[src/verilog/ivpc_pkg.sv]
// Overview of operation
// RL1: Power is set by the inverter supply setpoint, kept within 3 to 12 V.
// RL2: Setpoint moves in 0.5 mV steps, far finer than 50 mV.
// RL3: Each ping starts with a 5.7 V supply setpoint.
// RL4: The first ping drives the bridge at about 140 kHz.
// RL5: Without a signal strength packet the ping window ends with power off.
// RL6: Optional retries at successively lower frequency, down to 105 kHz, until received.
// RL7: During transfer a PID loop adjusts the supply setpoint.
// RL8: Coil voltage feedback is taken in 1 mV units, finer than 5 mV.
// RL9: Gains 1/0/0, no integral limit, output limit 1500, scale -0.5 mV.
// RL10: Two direction indicators guide the user toward the charging area.
// RL11: Clip loop output, scale to a step, clamp setpoint to the range.
package ivpc_pkg;
    localparam int CLK_HZ = 10_000_000;
    // Setpoint unit is 0.5 mV
    localparam int V_MIN_MV = 3000;
    localparam int V_MAX_MV = 12000;
    localparam int V_PING_MV = 5700;
    localparam logic [15:0] VSET_MIN = 16'(V_MIN_MV * 2);
    localparam logic [15:0] VSET_MAX = 16'(V_MAX_MV * 2);
    localparam logic [15:0] VSET_PING = 16'(V_PING_MV * 2);
    localparam int PID_KP = 1;
    localparam logic signed [17:0] PID_LIMIT = 18'sd1500;
    // Scale of -0.5 mV per count is minus one setpoint unit
    localparam int PID_SCALE_UNITS = -1;
    localparam int F_PING_HZ = 140_000;
    localparam int F_LOW_HZ = 105_000;
    // Half periods in clocks: round up at the top, down at the bottom to stay in band
    localparam logic [7:0] HALF_PING = 8'((CLK_HZ + 2 * F_PING_HZ - 1) / (2 * F_PING_HZ));
    localparam logic [7:0] HALF_LOW = 8'(CLK_HZ / (2 * F_LOW_HZ));
    localparam int PING_TIME_US = 65000;
    localparam int GAP_TIME_US = 10000;
    localparam logic signed [7:0] DIR_TOL = 8'sh04;
    localparam logic [7:0] OFF_CTRL = 8'h00;
    localparam logic [7:0] OFF_TARGET = 8'h04;
    localparam logic [7:0] OFF_STATUS = 8'h08;
    localparam logic [7:0] OFF_VSET = 8'h0C;
    localparam logic [7:0] OFF_HALF = 8'h10;
    localparam logic [7:0] OFF_MEAS = 8'h14;
    localparam int CTRL_START = 0;
    localparam int CTRL_STOP = 1;
    localparam int CTRL_RETRY = 2;
    localparam logic [15:0] TARGET_RESET = 16'h0000;
    typedef enum logic [3:0] {
        ST_OFF = 4'b0001,
        ST_PING = 4'b0010,
        ST_GAP = 4'b0100,
        ST_XFER = 4'b1000
    } ivpc_state_type;
endpackage

[src/verilog/ivpc_pid_if.sv]
`timescale 1ns/1ns
interface ivpc_pid_if;
    logic strobe;
    logic [15:0] target;
    logic [15:0] meas;
    logic [15:0] vset_in;
    logic [15:0] vset_out;
    logic done;
    modport ctl (output strobe, output target, output meas, output vset_in, input vset_out, input done);
    modport pid (input strobe, input target, input meas, input vset_in, output vset_out, output done);
endinterface

[src/verilog/ivpc_top.sv]
`timescale 1ns/1ns
module ivpc_top #(
    parameter int PING_CYC = ivpc_pkg::PING_TIME_US * (ivpc_pkg::CLK_HZ / 1_000_000),
    parameter int GAP_CYC = ivpc_pkg::GAP_TIME_US * (ivpc_pkg::CLK_HZ / 1_000_000)
) (
    input wire logic CLK,
    input wire logic RST,
    input wire logic PSEL,
    input wire logic PENABLE,
    input wire logic PWRITE,
    input wire logic [7:0] PADDR,
    input wire logic [31:0] PWDATA,
    output logic [31:0] PRDATA,
    output logic PREADY,
    output logic PSLVERR,
    input wire logic SS_RX,
    input wire logic SAMPLE_VALID,
    input wire logic [15:0] COIL_MV,
    input wire logic DET_VALID,
    input wire logic signed [7:0] DET_OFFSET,
    output logic [15:0] VSET,
    output logic PWR_EN,
    output logic BRIDGE_A,
    output logic BRIDGE_B,
    output logic IND_LEFT,
    output logic IND_RIGHT
);
    ivpc_pkg::ivpc_state_type state;
    logic [31:0] timer;
    logic [7:0] half;
    logic [7:0] phase_cnt;
    logic phase;
    logic [15:0] target;
    logic [15:0] meas;
    logic retry_en;
    logic start_pulse;
    logic stop_pulse;
    logic wr_ok;
    logic setup;
    logic ping_timeout;

    ivpc_pid_if pif ();

    ivpc_pid u_pid (
        .clk(CLK),
        .rst(RST),
        .bus(pif)
    );

    assign pif.strobe = SAMPLE_VALID && (state == ivpc_pkg::ST_XFER); // RL7
    assign pif.target = target;
    assign pif.meas = COIL_MV; // RL8
    assign pif.vset_in = VSET;

    // APB: setup edge latches the answer, so the access phase lasts one cycle
    assign setup = PSEL && !PENABLE;
    assign wr_ok = PSEL && PENABLE && PREADY && PWRITE && !PSLVERR;
    assign start_pulse = wr_ok && (PADDR == ivpc_pkg::OFF_CTRL) && PWDATA[ivpc_pkg::CTRL_START];
    assign stop_pulse = wr_ok && (PADDR == ivpc_pkg::OFF_CTRL) && PWDATA[ivpc_pkg::CTRL_STOP];
    assign ping_timeout = (state == ivpc_pkg::ST_PING) && !SS_RX && (timer == 32'h0000_0000);

    always_ff @(posedge CLK or posedge RST) begin
        if (RST) begin
            PREADY <= 1'b0;
            PSLVERR <= 1'b0;
            PRDATA <= 32'h0000_0000;
        end else begin
            PREADY <= setup;
            if (setup) begin
                PSLVERR <= 1'b0;
                PRDATA <= 32'h0000_0000;
                if (PADDR == ivpc_pkg::OFF_CTRL) begin
                    PRDATA <= {29'h0000_0000, retry_en, 2'b00};
                end else if (PADDR == ivpc_pkg::OFF_TARGET) begin
                    PRDATA <= {16'h0000, target};
                end else if (PADDR == ivpc_pkg::OFF_STATUS) begin
                    PRDATA <= {21'h00_0000, IND_RIGHT, IND_LEFT, PWR_EN, 4'h0, state};
                end else if (PADDR == ivpc_pkg::OFF_VSET) begin
                    PRDATA <= {16'h0000, VSET};
                end else if (PADDR == ivpc_pkg::OFF_HALF) begin
                    PRDATA <= {24'h00_0000, half};
                end else if (PADDR == ivpc_pkg::OFF_MEAS) begin
                    PRDATA <= {16'h0000, meas};
                end else begin
                    PSLVERR <= 1'b1;
                end
            end else begin
                PSLVERR <= 1'b0;
            end
        end
    end

    always_ff @(posedge CLK or posedge RST) begin
        if (RST) begin
            target <= ivpc_pkg::TARGET_RESET;
            retry_en <= 1'b0;
        end else if (wr_ok) begin
            if (PADDR == ivpc_pkg::OFF_TARGET) begin
                target <= PWDATA[15:0];
            end else if (PADDR == ivpc_pkg::OFF_CTRL) begin
                retry_en <= PWDATA[ivpc_pkg::CTRL_RETRY];
            end
        end
    end

    always_ff @(posedge CLK or posedge RST) begin
        if (RST) begin
            meas <= 16'h0000;
        end else if (SAMPLE_VALID) begin
            meas <= COIL_MV; // RL8
        end
    end

    // Ping sequencer
    always_ff @(posedge CLK or posedge RST) begin
        if (RST) begin
            state <= ivpc_pkg::ST_OFF;
            timer <= 32'h0000_0000;
            half <= ivpc_pkg::HALF_PING;
        end else if (stop_pulse) begin
            state <= ivpc_pkg::ST_OFF;
            timer <= 32'h0000_0000;
        end else begin
            case (state)
                ivpc_pkg::ST_OFF: begin
                    if (start_pulse) begin
                        state <= ivpc_pkg::ST_PING;
                        half <= ivpc_pkg::HALF_PING; // RL4
                        timer <= 32'(PING_CYC - 1);
                    end
                end
                ivpc_pkg::ST_PING: begin
                    if (SS_RX) begin
                        state <= ivpc_pkg::ST_XFER; // RL6
                    end else if (timer == 32'h0000_0000) begin
                        if (retry_en && (half < ivpc_pkg::HALF_LOW)) begin
                            state <= ivpc_pkg::ST_GAP;
                            half <= half + 8'h01; // RL6
                            timer <= 32'(GAP_CYC - 1);
                        end else begin
                            state <= ivpc_pkg::ST_OFF; // RL5
                        end
                    end else begin
                        timer <= timer - 32'h0000_0001;
                    end
                end
                ivpc_pkg::ST_GAP: begin
                    if (timer == 32'h0000_0000) begin
                        state <= ivpc_pkg::ST_PING;
                        timer <= 32'(PING_CYC - 1);
                    end else begin
                        timer <= timer - 32'h0000_0001;
                    end
                end
                ivpc_pkg::ST_XFER: begin
                    state <= ivpc_pkg::ST_XFER;
                end
                default: begin
                    state <= ivpc_pkg::ST_OFF;
                end
            endcase
        end
    end

    // Power signal enable follows the next state so it is a plain flop
    always_ff @(posedge CLK or posedge RST) begin
        if (RST) begin
            PWR_EN <= 1'b0;
        end else if (stop_pulse || ping_timeout) begin
            PWR_EN <= 1'b0; // RL5
        end else if ((state == ivpc_pkg::ST_OFF && start_pulse) ||
                     (state == ivpc_pkg::ST_GAP && timer == 32'h0000_0000)) begin
            PWR_EN <= 1'b1;
        end
    end

    always_ff @(posedge CLK or posedge RST) begin
        if (RST) begin
            VSET <= ivpc_pkg::VSET_MIN;
        end else if ((state == ivpc_pkg::ST_OFF && start_pulse) ||
                     (state == ivpc_pkg::ST_GAP && timer == 32'h0000_0000)) begin
            VSET <= ivpc_pkg::VSET_PING; // RL3
        end else if (pif.done && state == ivpc_pkg::ST_XFER) begin
            VSET <= pif.vset_out; // RL7 RL1
        end
    end

    // Full-bridge drive: complementary square wave at the current half period
    always_ff @(posedge CLK or posedge RST) begin
        if (RST) begin
            phase_cnt <= 8'h00;
            phase <= 1'b0;
        end else if (!PWR_EN) begin
            phase_cnt <= 8'h00;
            phase <= 1'b0;
        end else if (phase_cnt >= half - 8'h01) begin
            phase_cnt <= 8'h00;
            phase <= !phase;
        end else begin
            phase_cnt <= phase_cnt + 8'h01;
        end
    end

    always_ff @(posedge CLK or posedge RST) begin
        if (RST) begin
            BRIDGE_A <= 1'b0;
            BRIDGE_B <= 1'b0;
        end else begin
            BRIDGE_A <= PWR_EN && phase;
            BRIDGE_B <= PWR_EN && !phase;
        end
    end

    // Alignment guidance: both lamps lit means centred
    always_ff @(posedge CLK or posedge RST) begin
        if (RST) begin
            IND_LEFT <= 1'b0;
            IND_RIGHT <= 1'b0;
        end else if (DET_VALID) begin
            IND_LEFT <= DET_OFFSET <= ivpc_pkg::DIR_TOL; // RL10
            IND_RIGHT <= DET_OFFSET >= -ivpc_pkg::DIR_TOL;
        end
    end
endmodule

[src/verilog/ivpc_pid.sv]
`timescale 1ns/1ns
module ivpc_pid (
    input wire logic clk,
    input wire logic rst,
    ivpc_pid_if.pid bus
);
    logic signed [17:0] err;
    logic signed [17:0] clip;
    logic signed [18:0] sum;
    logic [15:0] next_vset;

    always_comb begin
        // Proportional only: integral and derivative gains are zero
        err = 18'(ivpc_pkg::PID_KP) * (18'($signed({2'b00, bus.target})) - 18'($signed({2'b00, bus.meas}))); // RL9 RL8
        if (err > ivpc_pkg::PID_LIMIT) begin
            clip = ivpc_pkg::PID_LIMIT; // RL11
        end else if (err < -ivpc_pkg::PID_LIMIT) begin
            clip = -ivpc_pkg::PID_LIMIT;
        end else begin
            clip = err;
        end
        sum = 19'($signed({3'b000, bus.vset_in})) + 19'(ivpc_pkg::PID_SCALE_UNITS) * 19'(clip); // RL11 RL2
        if (sum < 19'($signed({3'b000, ivpc_pkg::VSET_MIN}))) begin
            next_vset = ivpc_pkg::VSET_MIN; // RL1
        end else if (sum > 19'($signed({3'b000, ivpc_pkg::VSET_MAX}))) begin
            next_vset = ivpc_pkg::VSET_MAX;
        end else begin
            next_vset = sum[15:0];
        end
    end

    always_ff @(posedge clk or posedge rst) begin
        if (rst) begin
            bus.vset_out <= 16'h0000;
            bus.done <= 1'b0;
        end else begin
            bus.done <= bus.strobe;
            if (bus.strobe) begin
                bus.vset_out <= next_vset;
            end
        end
    end
endmodule

[config.mk]
export PLATFORM = sky130hd
export DESIGN_NAME = ivpc_top
export DESIGN_NICKNAME = d
export VERILOG_FILES = /design/src/verilog/ivpc_pkg.sv /design/src/verilog/ivpc_pid_if.sv /design/src/verilog/ivpc_top.sv /design/src/verilog/ivpc_pid.sv
export SDC_FILE = /design/constraint.sdc
export NUM_CORES = 1
export LEC_CHECK = 0
export BUFFER_PORTS_ARGS = -buffer_cell sky130_fd_sc_hd__clkbuf_2
export CELL_PAD_IN_SITES_DETAIL_PLACEMENT = 1
export CELL_PAD_IN_SITES_GLOBAL_PLACEMENT = 1
export CORE_ASPECT_RATIO = 1.4
export CORE_MARGIN = 2
export CORE_UTILIZATION = 40
export CTS_CLUSTER_DIAMETER = 100
export DETAILED_ROUTE_END_ITERATION = 10
export PLACE_DENSITY_LB_ADDON = 0.12
export SLEW_MARGIN = 40
export SYNTH_ARGS = -nofsm -noshare
export SYNTH_HDL_FRONTEND = slang
export SYNTH_HIERARCHICAL = 1
export SYNTH_SLANG_ARGS = --single-unit
[constraint.sdc]
create_clock -name CLK -period 5.5 [get_ports CLK]
set_input_delay 1.375 -clock CLK [delete_from_list [all_inputs] [get_ports CLK]]
set_output_delay 1.375 -clock CLK [all_outputs]
set_load 0.005 [all_outputs]
# Yosys cells after proc, flatten, opt, wreduce, memory -nomap -nowiden

Cells that the tools add are included.

Register bits: 158
Input port bits: 72
Output and inout port bits: 55

$add $sub $neg: 7
Order comparisons: 8
Eq/ne operators: 19
Muxes and demuxes: 44
Bitwise operators: 2
Reductions and logical operators: 34

Operators by type and width:

| kind                  | number |
|---|---|
| $mux 32               | 6 |
| $mux 16               | 10 |
| $pmux 32 s3           | 1 |
| $mux 8                | 6 |
| $mux 18               | 2 |
| $logic_not 32->1      | 1 |
| $sub 32x1->32 const B | 1 |
| $mux 4                | 5 |
| $add 17x19->19        | 1 |
| $gt 19x16->1 const B  | 1 |
| $lt 19x14->1 const B  | 1 |
| $neg 18->19           | 1 |
| $gt 18x12->1 const B  | 1 |
| $lt 18x12->1 const B  | 1 |
| $logic_and 1x1->1     | 17 |
| $sub 16x16->17        | 1 |
| $add 8x1->8 const B   | 2 |
| $eq 8x4->1 const B    | 2 |
| $eq 8x5->1 const B    | 2 |
| $pmux 4 s4            | 1 |
| $pmux 8 s2            | 1 |
| $mux 1                | 11 |
| $ne 3x3->1 const B    | 3 |
| $eq 8x3->1 const B    | 1 |
| 23 further kinds      | 35 |

# Longest topological paths before layout

Word-level depth: 10
Gate-level depth with buffers: 27
Depth with buffers taken out: 27

# By module

Netlist, hierarchy kept.

Modules (own cells, without submodules):

| module   | times used | cells each | area each (µm²) |
|---|---|---|---|
| ivpc_top | 1          | 740        | 6875.3 |
| ivpc_pid | 1          | 358        | 2904.0 |

# Worst setup path before layout

No wires, ideal clock.

Path kind: input -> register
Start: input port COIL_MV[0]
End: register u_pid.bus.vset_out[11]
Library setup time: 0.131 ns
Arrival: 6.588 ns
Path slack: -1.219 ns
Stages: 25
Buffers on the path: 0
Cells stage by stage: ha_1 fa_1 nand2b_1 a211oi_2 o21a_1 o41a_1 xor2_1 o31ai_1 nor2b_1 or4_1 ha_1 or2_2 nor2_1 ha_1 fa_1 nor2b_1 o31a_1 o221a_2 o21ai_1 a21oi_1 nor2_2 or2_2 nor2_1 or4b_1 a2bb2oi_1

Word-level cells in the longest chain between the ends: 9
Elaborated cells between the ends (all ways): 11

Ends and longest elaborated chain:

| element                             | line              | source |
|---|---|---|
| start, declared                     | ivpc_top.sv:18    | `input wire logic [15:0] COIL_MV,` |
| $sub 16x16->17 *                    | ivpc_pid.sv:14    | `err = 18'(ivpc_pkg::PID_KP) * (18'($signed({2'b00, bus.target})) - 18'($signed({2'b00, bus.meas})));` |
| $lt 18x12->1                        | ivpc_pid.sv:17    | `end else if (err < -ivpc_pkg::PID_LIMIT) begin` |
| $mux 18                             | ivpc_pid.sv:17    |  |
| $mux 18 *                           | ivpc_pid.sv:15    | `if (err > ivpc_pkg::PID_LIMIT) begin` |
| $neg 18->19 (not written as such) * | ivpc_pid.sv:22    | `sum = 19'($signed({3'b000, bus.vset_in})) + 19'(ivpc_pkg::PID_SCALE_UNITS) * 19'(clip);` |
| $add 17x19->19 *                    | ivpc_pid.sv:22    |  |
| $gt 19x16->1                        | ivpc_pid.sv:25    | `end else if (sum > 19'($signed({3'b000, ivpc_pkg::VSET_MAX}))) begin` |
| $mux 16                             | ivpc_pid.sv:25    |  |
| $mux 16 *                           | ivpc_pid.sv:23    | `if (sum < 19'($signed({3'b000, ivpc_pkg::VSET_MIN}))) begin` |
| end signal, assigned                | ivpc_pid.sv:39    | `bus.vset_out <= next_vset;` |
| end, declared                       | ivpc_pid_if.sv:10 | `modport pid (input strobe, input target, input meas, input vset_in, output vset_out, output done);` |

Every way passes the cells marked *; elsewhere a longest branch is shown, timed or not.
A chain may end at the register's enable or synchronous reset.

# Worst setup path in the final report

Start: input port COIL_MV[0]
End: register u_pid.bus.vset_out[4]

Same word-level chain as after synthesis.

==> impl_metrics.yaml <==
critical_path:
  cp_num_buf_inv: 2
  cp.arrival_ns: 6.82
  path_max_fanout: 5
  worstPathRequired_ns: 5.81
  r2r_end: "u_pid/bus.vset_out[4]"
  reg2reg_depth: 25
  cp_top_family: "compound AO/OA/AOI/OAI gates"
  reg2reg_from: "pif.target[0]"
  critPathMostFrequentCell: "ha_4"
  slowest_delay_ns: 0.50
  critPathSlowestCell: "or4_4"
  worstSetupPathType: "primary input to flip-flop"
  endpoint_kind: "flip-flop"
  r2r_slack_ns: -0.44
  start_kind: "primary input"
sta:
  final.setup.worst_slack_ns: -1.01
  report.final.hold_viol_count: 0
  worst_hold_slack_ns: 0.469
  max_freq_mhz: 154
  rsz0062_at_grt: "true"
  setup_viol: 15
  slew_headroom: 0.439
  finalMaxSlewViolations: 0
  skew_ns: 0.0120
  worst_slew_pin_slew_ns: 0.837
  period_share: 1.18
  finalCriticalPeriod_ns: 6.51
power_and_ir_drop:
  seqPwrFrac: 0.427
  clock_power_share: 0.460
  power.leakage_nw: 5.72
  p_comb_frac: 0.113
  p_sw_frac: 0.272
  p_sw_mw: 0.710
  power.internal_mw: 1.90
  p_total_mw: 2.61
  vdd_drop_max_mv: 0.215
  cellPowerDensity_nw_per_um2: 209
detailed_routing:
  vias: 9441
  ant_nets: 0
  wirelength_mm: 34.0
  dr.pass1.iters: 5
  drt_first_iter_violations: 338
  wl_per_cell_um: 20.8
  vias_per_cell: 5.77
  drc_errors: 0
synthesis:
  synth_edf_count: 0
  synth_top_cell_area_share: 0.338
  yosys-top-cells-area: "dfrtp_1, ha_1, mux2_2, a21oi_1, nand2_1"
  synth_cell_type_count: 101
  synthFlopType: "dfrtp_1"
  ys_seq_area_frac: 0.365
  netlist_instances: 1098
  synthArstFlopShare: 1.00
  synth_area_um2: 9780
  yosys.area.top_type: "dfrtp_1"
  yosysWarnings: 6
  synth.ff_latch_count: 142
  syn_avg_cell_area_um2: 8.91
placement:
  routabilityCongestion: 0.847
  place_inst: 1589
  post-dp-hpwl_mm: 24.9
  preCtsSetupSlack_ns: -1.51
  numPortBuffers: 94
floorplan:
  die_h_um: 189
  start_util: 0.408
  core_area_um2: 24000
  die_area_um2: 25700
  row_count: 67
  io_pins: 127
  die_w_um: 136
global_route:
  overflow: 0
  grt_start_max_net_pins: 84
  grt_pass1_vias: 10200
  grtUsageTotal: 0.268
  grt_pass1_wl_mm: 53.8
  antenna_found_initial: 0
clocking:
  cts.clk_slew.worst_paths_ns: 0.07
  clk-insertion-delay-late_ns: 0.44
  cts_root_buffer: "clkbuf_16"
  cts_hold_buf: 0
  htree_levels: 4
  cts.sinks: 142
  cts_tree: "done"
  cts-buffers-inserted: 17
  clk_path_buf_depth: 2
layout:
  fin_nets: 1432
  fin_cells: 1636
  final_layout_size_suffix_gt1_frac: 0.313
  final_core_util: 0.522
  diodes: 0
  syn_to_final_growth_pct: 27.9
flow_run:
  max_cap_viol_count: 0
outcome:
  violations: "setup timing"
  status: "complete, but fails checks"
worst_hold_path:
  whs_endpoint: "BRIDGE_B"
  holdCritStartpoint: "phase"
  worstHoldPathType: "flip-flop to flip-flop"
  hold_path_depth: 1
power groups by stage:
stage | Combinational [mW] | Sequential (mW) | Clock, mW
after floorplan | 0.192 | 1.12 | 0
after global placement | 0.280 | 1.13 | 0
after detailed placement | 0.288 | 1.13 | 0
after CTS | 0.295 | 1.12 | 1.22
after global routing | 0.330 | 1.12 | 1.26
final | 0.296 | 1.12 | 1.20
flip-flops by register name (all words and copies together), names as in the netlist, 4 cells and up:
register and cells:
state 4, phase_cnt 8, VSET 16, u_pid/bus.vset_out 16, meas 16, pif.target 16, half 8, timer 32
PRDATA 16
cell families (layout without fill, tap and decap cells):
logic type      count (synthesis)  after routing  synth area share
xor+xnor                       38             38            0.0340
compound gates                319            319             0.226
mux                            40             40            0.0467
fa+ha+maj                      47             47            0.0617
other cells                     1             16          0.000383
simple gates                  402            403             0.216
buf+inv                       109            321            0.0508
flops                         142            142             0.365
cell type report:
cell class / instances / area (um2)
fillers: 2814 / 11500
multi-input cells: 863 / 6170
flip-flops and latches: 142 / 3570
repair buffers: 239 / 1600
clock buffers: 19 / 443
well taps: 310 / 388
inverters: 50 / 190
clock inverters: 13 / 153
cells in the mapped netlist, drive strengths merged (16+ instances only):
cell type / instances
mux2: 35
ha: 45
nor4: 22
nor3: 34
nand2: 103
buf: 28
nand3: 32
clkbuf: 31
xnor2: 16
o21ai: 67
xor2: 22
a21oi: 79
inv: 49
dfrtp: 132
nor2: 87
layout by cell type, fill, tap and decap left out, types with 8 or more instances in the layout:
master     Yosys  routed
a31oi_1       13      12
nor2b_1       14      12
nor2_1        85      81
and2_1        10      10
buf_4         19     142
clkbuf_2       1      93
xor2_1        22      20
a21oi_1       78      75
xnor2_1       16      13
inv_1         49      48
or4_1          9       8
dfrtp_1      132     132
o211ai_1       8       8
o21a_1        14      14
mux2_2        35      35
a22oi_1       15      15
dfstp_2       10      10
and3_1        12      12
nand4_1       14      14
nand2_1      102     101
o31ai_1       13      12
a21o_1        10      10
nor3_1        33      30
clkbuf_16      0      17
nand3_1       32      32
or3_1         12      10
nor4_1        20      17
o21ai_0       59      56
conb_1         1      16
ha_1          45      40
routing by layer:
| metal | wire length [um] | track usage | vias up |
|---|---|---|---|
| met3 | 507 | 0.0319 | 60 |
| met5 | 0 | 0 | - |
| met2 | 19000 | 0.517 | 119 |
| met1 | 13200 | 0.287 | 4804 |
| li1 | - | - | 4458 |
| met4 | 1310 | 0.114 | 0 |
worst max path at each step:
stage,slack [ns],depth (start not counted),endpoint,start
after detailed placement,-1.51,24,u_pid/bus.vset_out[4],COIL_MV[0]
final,-1.01,25,u_pid/bus.vset_out[4],COIL_MV[0]
after global routing,-1.24,25,u_pid/bus.vset_out[4],COIL_MV[0]
after CTS,-0.84,26,u_pid/bus.vset_out[4],COIL_MV[0]
after floorplan,-0.98,25,u_pid/bus.vset_out[11],COIL_MV[0]
after global placement,-1.35,26,u_pid/bus.vset_out[7],COIL_MV[0]
what timing repair did:
item	4_1_cts	5_1_grt
pin swaps	24	9
cloned	1	0
endpoints found under the setup margin	15	15
buffers inserted	10	4
resized for setup	38	14
stage by stage:
| step | setup TNS, ns | cell area, um2 |
|---|---|---|
| floorplan | -12.75 | 9900 |
| global placement | -19.41 | 11500 |
| detailed placement | -21.67 | 11500 |
| CTS | -11.61 | 12400 |
| global route | -17.41 | 12500 |
| finish | -13.93 | 12500 |
Power figures use the tool's default switching activity.
